## src/design/acp_pkg.sv

```systemverilog
// Constants shared by the converter output and configuration port.
package acp_pkg;

    localparam int unsigned DATA_W       = 10;
    localparam int unsigned REG_W        = 8;
    localparam int unsigned FIFO_DEPTH   = 32;

    // Register addresses carried on the two upper data pins.
    localparam logic [1:0]  ADDR_CLAMP_LO = 2'h0;
    localparam logic [1:0]  ADDR_CLAMP_HI = 2'h1;
    localparam logic [1:0]  ADDR_CONTROL  = 2'h2;

    // Reset values.
    localparam logic [7:0]  CLAMP_LO_RST  = 8'h00;
    localparam logic [7:0]  CLAMP_HI_RST  = 8'h00;
    localparam logic [7:0]  CONTROL_RST   = 8'h01;

    // Control register field positions.
    localparam int unsigned GAIN_LSB      = 0;
    localparam int unsigned GAIN_W        = 3;
    localparam int unsigned SLEEP_BIT     = 3;
    localparam int unsigned CLAMP_SRC_BIT = 4;
    localparam int unsigned TWOS_BIT      = 5;
    localparam int unsigned CLAMP_DIS_BIT = 6;
    localparam int unsigned CLAMP_HI_W    = 2;

    // Timing.
    localparam int unsigned CLK_PERIOD_NS = 100;
    localparam int unsigned WAKE_TIME_NS  = 1000;
    localparam int unsigned WAKE_CYCLES   =
        (WAKE_TIME_NS + CLK_PERIOD_NS - 1) / CLK_PERIOD_NS;
    localparam int unsigned WAKE_CNT_W    = 4;
    localparam int unsigned PIPE_STAGES   = 3;

endpackage : acp_pkg

```

## src/design/acp_fifo.sv

```systemverilog
// Show-ahead FIFO with valid and ready on both sides.
`timescale 1ns/1ps
`default_nettype none
module acp_fifo #(
    parameter int unsigned WIDTH = 11,
    parameter int unsigned DEPTH = 32
) (
    input  wire logic             ref_clk_i,   // Clock.
    input  wire logic             resetn_i,    // Async reset, low.
    input  wire logic             in_valid_i,  // Write request.
    output logic                  in_ready_o,  // Space available.
    input  wire logic [WIDTH-1:0] in_data_i,   // Write data.
    output logic                  out_valid_o, // Data available.
    input  wire logic             out_ready_i, // Read request.
    output logic [WIDTH-1:0]      out_data_o   // Head word.
);
    localparam int unsigned AW = $clog2(DEPTH);

    typedef struct packed {
        logic [DEPTH-1:0][WIDTH-1:0] mem;
        logic [AW-1:0]               wr_ptr;
        logic [AW-1:0]               rd_ptr;
        logic [AW:0]                 count;
    } acp_fifo_state_t;

    acp_fifo_state_t st_reg;
    acp_fifo_state_t st_next;
    logic            push;
    logic            pop;

    assign in_ready_o  = (st_reg.count != DEPTH[AW:0]);
    assign out_valid_o = (st_reg.count != '0);
    assign out_data_o  = st_reg.mem[st_reg.rd_ptr];
    assign push        = in_valid_i && in_ready_o;
    assign pop         = out_valid_o && out_ready_i;

    always_comb
    begin
        st_next = st_reg;
        if (push)
        begin
            st_next.mem[st_reg.wr_ptr] = in_data_i;
            st_next.wr_ptr = st_reg.wr_ptr + 1'b1;
        end
        if (pop)
        begin
            st_next.rd_ptr = st_reg.rd_ptr + 1'b1;
        end
        if (push && !pop)
        begin
            st_next.count = st_reg.count + 1'b1;
        end
        else if (pop && !push)
        begin
            st_next.count = st_reg.count - 1'b1;
        end
    end

    always_ff @(posedge ref_clk_i or negedge resetn_i)
    begin
        if (!resetn_i)
        begin
            st_reg <= '0;
        end
        else
        begin
            st_reg <= st_next;
        end
    end
endmodule : acp_fifo
`default_nettype wire

```

## src/design/acp_port.sv

```systemverilog
// Converter result output and write-only configuration port.
// Notes on behaviour
// - Results drive data pins while enable low.
// - Over-range flag driven with result, released otherwise.
// - Default format is unsigned binary 0..1023.
// - Control bit 5 selects two's complement.
// - Control bit 3 set halts conversions.
// - Clearing bit 3 wakes after wake-up time.
// - Control bit 6 disables clamp only.
// - Enable high releases data and flag drivers.
// - Address 00 loads clamp code low byte.
// - Address 01 loads clamp code top bits.
// - Clamp code is ten bits, 0..1023.
// - Clamp source external pin after power-up.
// - Clamp active only while clamp pin high.
// - Result appears fourth edge after sampling.
// - Address 10 is control; 11 never written.
// - Control bit 4 selects clamp source.
// - Control bits 2:0 gain, default 001.
`timescale 1ns/1ps
`default_nettype none
module acp_port (
    input  wire logic                ref_clk_i,     // Sample clock.
    input  wire logic                resetn_i,      // Async reset, low.
    input  wire logic [9:0]          conv_code_i,   // Core result code.
    input  wire logic                conv_ovr_i,    // Core over-range.
    input  wire logic                conv_valid_i,  // Core result valid.
    output logic                     conv_ready_o,  // Buffer has room.
    input  wire logic                out_en_n_i,    // Output enable pin.
    input  wire logic                wr_strobe_i,   // Write strobe pin.
    input  wire logic                clamp_pin_i,   // Clamp control pin.
    input  wire logic [9:0]          data_pin_i,    // Data pins, in.
    output logic [9:0]               data_pin_o,    // Data pins, out.
    output logic                     data_pin_oe_o, // Data pins drive.
    output logic                     over_range_flag_o,    // Flag out.
    output logic                     over_range_flag_oe_o, // Flag drive.
    output logic                     sleep_control_bit_o,  // Powered down.
    output logic                     conv_enable_o, // Core may convert.
    output logic                     clamp_active_o,       // Clamp on.
    output logic                     clamp_source_select_o, // 1 = DAC.
    output logic [9:0]               clamp_code_o,  // Clamp DAC code.
    output logic [acp_pkg::GAIN_W-1:0] gain_code_o  // Amplifier gain.
);
    import acp_pkg::*;

    typedef struct packed {
        logic [2:0]                     oe_sync;
        logic [2:0]                     wr_sync;
        logic [2:0]                     clamp_sync;
        logic [2:0][DATA_W-1:0]         dq_sync;
        logic                           oe_lvl;
        logic                           wr_lvl;
        logic                           clamp_lvl;
        logic [DATA_W-1:0]              dq_lvl;
        logic [REG_W-1:0]               clamp_lo;
        logic [REG_W-1:0]               clamp_hi;
        logic [REG_W-1:0]               ctrl;
        logic [WAKE_CNT_W-1:0]          wake_cnt;
        logic [PIPE_STAGES-1:0][DATA_W:0] pipe;
        logic [PIPE_STAGES-1:0]         pipe_v;
        logic [DATA_W-1:0]              dq_out;
        logic                           ovr_out;
    } acp_state_t;

    acp_state_t        st_reg;
    acp_state_t        st_next;
    logic              fifo_in_valid;
    logic              fifo_out_valid;
    logic              fifo_pop;
    logic [DATA_W:0]   fifo_head;
    logic              awake;

    // ------------------------------------------------------------------
    // Pin filtering
    // ------------------------------------------------------------------
    // A filtered level changes only when stages two and three agree.
    function automatic logic settle(input logic s2, input logic s3,
                                    input logic old);
        settle = (s2 == s3) ? s3 : old;
    endfunction : settle

    // ------------------------------------------------------------------
    // Result buffer
    // ------------------------------------------------------------------
    assign awake         = !st_reg.ctrl[SLEEP_BIT] && (st_reg.wake_cnt == '0);
    assign fifo_in_valid = conv_valid_i && awake;
    // Draining pauses while the pins are in write mode, so results
    // queue up instead of being lost and back-pressure reaches the core.
    assign fifo_pop      = fifo_out_valid && !st_reg.oe_lvl;

    acp_fifo #(
        .WIDTH (DATA_W + 1),
        .DEPTH (FIFO_DEPTH)
    ) u_fifo (
        .ref_clk_i   (ref_clk_i),
        .resetn_i    (resetn_i),
        .in_valid_i  (fifo_in_valid),
        .in_ready_o  (conv_ready_o),
        .in_data_i   ({conv_ovr_i, conv_code_i}),
        .out_valid_o (fifo_out_valid),
        .out_ready_i (fifo_pop),
        .out_data_o  (fifo_head)
    );

    // ------------------------------------------------------------------
    // Next state
    // ------------------------------------------------------------------
    always_comb
    begin
        st_next = st_reg;

        st_next.oe_sync    = {st_reg.oe_sync[1:0], out_en_n_i};
        st_next.wr_sync    = {st_reg.wr_sync[1:0], wr_strobe_i};
        st_next.clamp_sync = {st_reg.clamp_sync[1:0], clamp_pin_i};
        st_next.dq_sync    = {st_reg.dq_sync[1:0], data_pin_i};

        st_next.oe_lvl    = settle(st_reg.oe_sync[1], st_reg.oe_sync[2],
                                   st_reg.oe_lvl);
        st_next.wr_lvl    = settle(st_reg.wr_sync[1], st_reg.wr_sync[2],
                                   st_reg.wr_lvl);
        st_next.clamp_lvl = settle(st_reg.clamp_sync[1],
                                   st_reg.clamp_sync[2], st_reg.clamp_lvl);
        for (int i = 0; i < DATA_W; i++)
        begin
            st_next.dq_lvl[i] = settle(st_reg.dq_sync[1][i],
                                       st_reg.dq_sync[2][i],
                                       st_reg.dq_lvl[i]);
        end

        // Register write on the strobe's falling edge in input mode.
        if (st_reg.wr_lvl && !st_next.wr_lvl && st_reg.oe_lvl)
        begin
            case (st_reg.dq_lvl[9:8])
                ADDR_CLAMP_LO: st_next.clamp_lo = st_reg.dq_lvl[7:0];
                ADDR_CLAMP_HI: st_next.clamp_hi = st_reg.dq_lvl[7:0];
                ADDR_CONTROL:  st_next.ctrl     = st_reg.dq_lvl[7:0];
                default:       st_next.ctrl     = st_reg.ctrl;
            endcase
        end

        // Wake-up delay after leaving power-down.
        if (st_reg.ctrl[SLEEP_BIT])
        begin
            st_next.wake_cnt = WAKE_CYCLES[WAKE_CNT_W-1:0];
        end
        else if (st_reg.wake_cnt != '0)
        begin
            st_next.wake_cnt = st_reg.wake_cnt - 1'b1;
        end

        // Pop, format, then two delay stages and the output register.
        st_next.pipe_v[0] = fifo_pop;
        st_next.pipe[0]   = fifo_head;
        if (st_reg.ctrl[TWOS_BIT])
        begin
            st_next.pipe[0][DATA_W-1] = ~fifo_head[DATA_W-1];
        end
        for (int s = 1; s < PIPE_STAGES; s++)
        begin
            st_next.pipe_v[s] = st_reg.pipe_v[s-1];
            st_next.pipe[s]   = st_reg.pipe[s-1];
        end
        if (st_reg.pipe_v[PIPE_STAGES-1])
        begin
            st_next.dq_out  = st_reg.pipe[PIPE_STAGES-1][DATA_W-1:0];
            st_next.ovr_out = st_reg.pipe[PIPE_STAGES-1][DATA_W];
        end
    end

    // ------------------------------------------------------------------
    // State register
    // ------------------------------------------------------------------
    always_ff @(posedge ref_clk_i or negedge resetn_i)
    begin
        if (!resetn_i)
        begin
            st_reg          <= '0;
            st_reg.oe_sync  <= 3'h7;
            st_reg.oe_lvl   <= 1'b1;
            st_reg.clamp_lo <= CLAMP_LO_RST;
            st_reg.clamp_hi <= CLAMP_HI_RST;
            st_reg.ctrl     <= CONTROL_RST;
        end
        else
        begin
            st_reg <= st_next;
        end
    end

    // ------------------------------------------------------------------
    // Outputs
    // ------------------------------------------------------------------
    assign data_pin_o            = st_reg.dq_out;
    assign data_pin_oe_o         = !st_reg.oe_lvl;
    assign over_range_flag_o     = st_reg.ovr_out;
    assign over_range_flag_oe_o  = !st_reg.oe_lvl;
    assign sleep_control_bit_o   = st_reg.ctrl[SLEEP_BIT];
    assign conv_enable_o         = awake;
    assign clamp_active_o        = st_reg.clamp_lvl &&
                                   !st_reg.ctrl[CLAMP_DIS_BIT];
    assign clamp_source_select_o = st_reg.ctrl[CLAMP_SRC_BIT];
    assign clamp_code_o          = {st_reg.clamp_hi[CLAMP_HI_W-1:0],
                                    st_reg.clamp_lo};
    assign gain_code_o           = st_reg.ctrl[GAIN_LSB +: GAIN_W];
endmodule : acp_port
`default_nettype wire

```

## config.mk

```make
export PLATFORM = sky130hd
export DESIGN_NAME = acp_port
export DESIGN_NICKNAME = d
export VERILOG_FILES = /design/src/design/acp_pkg.sv /design/src/design/acp_fifo.sv /design/src/design/acp_port.sv
export SDC_FILE = /design/constraint.sdc
export NUM_CORES = 1
export LEC_CHECK = 0
export BUFFER_PORTS_ARGS = -buffer_cell sky130_fd_sc_hd__buf_4
export CORE_MARGIN = 2
export CORE_UTILIZATION = 58
export CTS_CLUSTER_SIZE = 24
export DETAILED_ROUTE_END_ITERATION = 10
export PLACE_DENSITY_LB_ADDON = 0.25
export SYNTH_ARGS = -nofsm -noshare
export SYNTH_HDL_FRONTEND = slang
export SYNTH_SLANG_ARGS = --single-unit
```

## constraint.sdc

```tcl
create_clock -name ref_clk_i -period 3.3 [get_ports ref_clk_i]
set_input_delay 0.66 -clock ref_clk_i [delete_from_list [all_inputs] [get_ports ref_clk_i]]
set_output_delay 0.66 -clock ref_clk_i [all_outputs]
set_load 0.005 [all_outputs]
```

==> summary.md <==
| Metric | Value |
|---|---|
| Clock Root Buffer | `clkbuf_16` |
| Required time worst endpoint | `3800 ps` |
| Final Cycle Share | `92.91%` |
| Worst R2R Setup Slack | `230 ps` |
| Minimum clock period | `3066 ps` |
| Layout cells sized above 1 | `50.76%` |
| # rows | `72` |
| DR vias | `10,715` |
| R2R depth | `12` |
| CP Class | `register to register` |
| WL per Instance | `24.86 um` |
| Post-synthesis net count | `1,317` |
| Final GP Congestion | `0.7525` |
| Worst hold path type | `input port to asynchronous set/reset pin` |
| Cells after Synth | `1,277` |
| Vias per cell | `5.814` |
| Max-Cap Viols | `0` |
| Achievable Freq | `326.2 MHz` |
| Clock sinks | `488` |
| Synth Cell Area | `22,790 um^2` |
| Final Hold Slack | `82.84 ps` |
| Hpwl dp | `26,850 um` |
| FF-to-FF Start | `u_fifo.st_reg[0]` |
| DR iter-0 viols | `682` |
| Vias in the first global route | `11,826` |
| Dpl ws | `286.0 ps` |
| # DRC | `0` |
| H-tree depth | `2` |
| Count of non-filler cells in the finished layout | `1,843` |
| # setup viols final | `0` |
| Input/output buffers | `57` |
| Worst skew pair latency | `590 ps` |
| Overflow after GRT | `0` |
| Synth-to-layout area growth | `8.308%` |
| Tightest Pin Transition | `875.7 ps` |
| First-pass GRT wire length | `73,150 um` |
| Slew Limit Fails | `0` |
| TritonCTS buffer count | `50` |
| Worst flop-to-flop path endpoint | `u_fifo.st_reg[5]` |
| Reg area | `12,230 um^2` |
| Power Dens Cells | `776.2 nW/um^2` |
| Synth cell types | `49` |
| Initial antenna violation count | `1` |
| Boundary Pins | `58` |
| Maximum VDD drop | `405.5 uV` |
| Status | `finished, final reports clean` |
| Flip-flop count of the largest register after layout | `368` |
| Crit path from | `u_fifo.st_reg[0]` |
| DRT Wirelength | `45,830 um` |
| Setup bufs post-CTS | `0` |
| P_leak | `12.85 nW` |
| Commonest non-fill, non-tap cell in the layout | `dfrtp_1` |
| Die Area | `40,890 um^2` |
| Synthesis Warnings | `0` |
| Hold Fails Final Rpt | `0` |
| Worst-path clk slew | `60 ps` |
| Seq/Total Area, Yosys | `53.62%` |
| CTS max path bufs | `3` |
| ANT nets after route | `0` |
| Drt first pass iters | `4` |
| Max FO, Critical Path | `7` |
| GRT Overall Usage | `23.53%` |
| Cell count after placement | `1,752` |
| Util after Layout | `63.71%` |
| Filler cells | `2,709` |
| Post-CTS Hold Buffers | `0` |
| Setup WS post-layout | `234.0 ps` |
| Die W | `202.2 um` |
| Flops & latches, synth | `488` |
| Final-stage net count | `1,326` |
| Crit end category | `register` |
| Largest net degree at the start of global routing | `85` |
| CP Launch Type | `register` |
| Core Area | `38,740 um^2` |
| Syn_area_per_cell | `17.84 um^2` |
| Unrepaired setup endpoints after global routing | `false` |
| Area of the multi-input gates | `9325 um^2` |
| Setup TNS | `0 ps` |
| Most frequent cells in the layout | `dfrtp_1 (480), mux2_4 (319), mux4_2 (106)` |
| Clock Skews | `19.68 ps` |
| Die height | `202.2 um` |
| Initial Utilization | `58.82%` |
| Worst EP arrival | `3570 ps` |
| Post-CTS Resized | `0` |
| Rel. slew slack | `41.62%` |
| TritonCTS clock tree | `yes` |
==> critical path: stages (launching register included) <==
cell and delay, ps:
dfrtp_1 420, or4_4 530, nor2_1 140, a21oi_1 110, inv_1 70, ha_1 290, inv_1 160, ha_1 300
a21o_1 110, a21oi_1 110, or4_1 490, nand4_1 130, xnor2_1 130
==> power by group <==
part | leakage, nW | switching [mW] | internal [mW]
combinational | 5.54 | 1.99 | 3.09
sequential | 6.50 | 0.994 | 7.34
clock | 0.816 | 2.37 | 3.37
total | 12.9 | 5.36 | 13.8
==> synthesized netlist by cell type (all sizes together) <==
library cell	count	area, um^2
and3b	2	17.52
nand3b	2	15.01
or4	2	18.77
a31oi	1	6.260
nor4	2	12.51
and3	1	7.510
buf	78	1010
mux4	106	2387
nand4	5	31.28
dfstp	5	131.4
mux2i	11	110.1
maj3	13	130.1
nor4b	1	15.01
nand2	45	417.9
ha	12	150.1
xnor2	11	96.34
nor2b	1	6.260
nor3	2	15.01
mux2	391	5600
dfrtp	483	12090
o31ai	1	7.510
a211o	1	8.760
inv	13	48.79
a21o	2	15.01
o21ai	7	35.03
nor2	7	26.28
xor2	3	26.28
or3	1	6.260
or4b	1	10.01
a21oi	5	25.02
nor3b	3	37.54
nand2b	2	12.51
fa	1	20.02
o211ai	1	7.510
o311a	1	10.01
and2	4	35.03
nand3	1	5.000
clkbuf	49	183.9
==> how the worst max path moves through the flow <==
stage	end	cells past startpoint
floorplan	u_fifo.st_reg[5]	12
global placement	u_fifo.st_reg[5]	12
detailed placement	u_fifo.st_reg[5]	12
CTS	u_fifo.st_reg[5]	12
global route	u_fifo.st_reg[5]	12
finish	u_fifo.st_reg[5]	12
==> routing by layer <==
layer | share of wire (%) | vias up | track usage (%)
met2 | 47 | 214 | 37.47
met5 | 0 | - | 0
met1 | 46 | 5835 | 34.13
li1 | - | 4604 | -
met3 | 3.9 | 62 | 4.015
met4 | 2.1 | 0 | 5.996
==> layout make-up <==
cell class,count,share of cell area (%)
inverters,13,0.1977
clock inverters,22,1.075
clock buffers,68,5.668
well taps,518,2.626
repair buffers,84,3.093
diodes,1,0.01014
multi-input cells,649,37.79
flip-flops and latches,488,49.54
==> kinds of logic (layout without fill, tap and decap cells) <==
logic type | count (synthesis) | in the layout | share of synthesized area [%]
other | 0 | 1 | 0
adder cells (fa/ha/maj) | 26 | 26 | 1.318
buffers and inverters | 140 | 187 | 5.453
XOR/XNOR | 14 | 14 | 0.5381
multiplexers | 508 | 508 | 35.54
AO/OA/AOI/OAI | 19 | 19 | 0.5052
AND/OR/NAND/NOR | 82 | 82 | 3.026
flip-flops | 488 | 488 | 53.62
==> per-stage QoR <==
step	area, um^2	power, mW
final	24680	19.16
after CTS	24680	19.31
after global placement	23010	13.34
after floorplan	22790	12.12
after global routing	24680	20.05
after detailed placement	23010	13.50
Note: power is estimated with default switching activity, not from simulation.
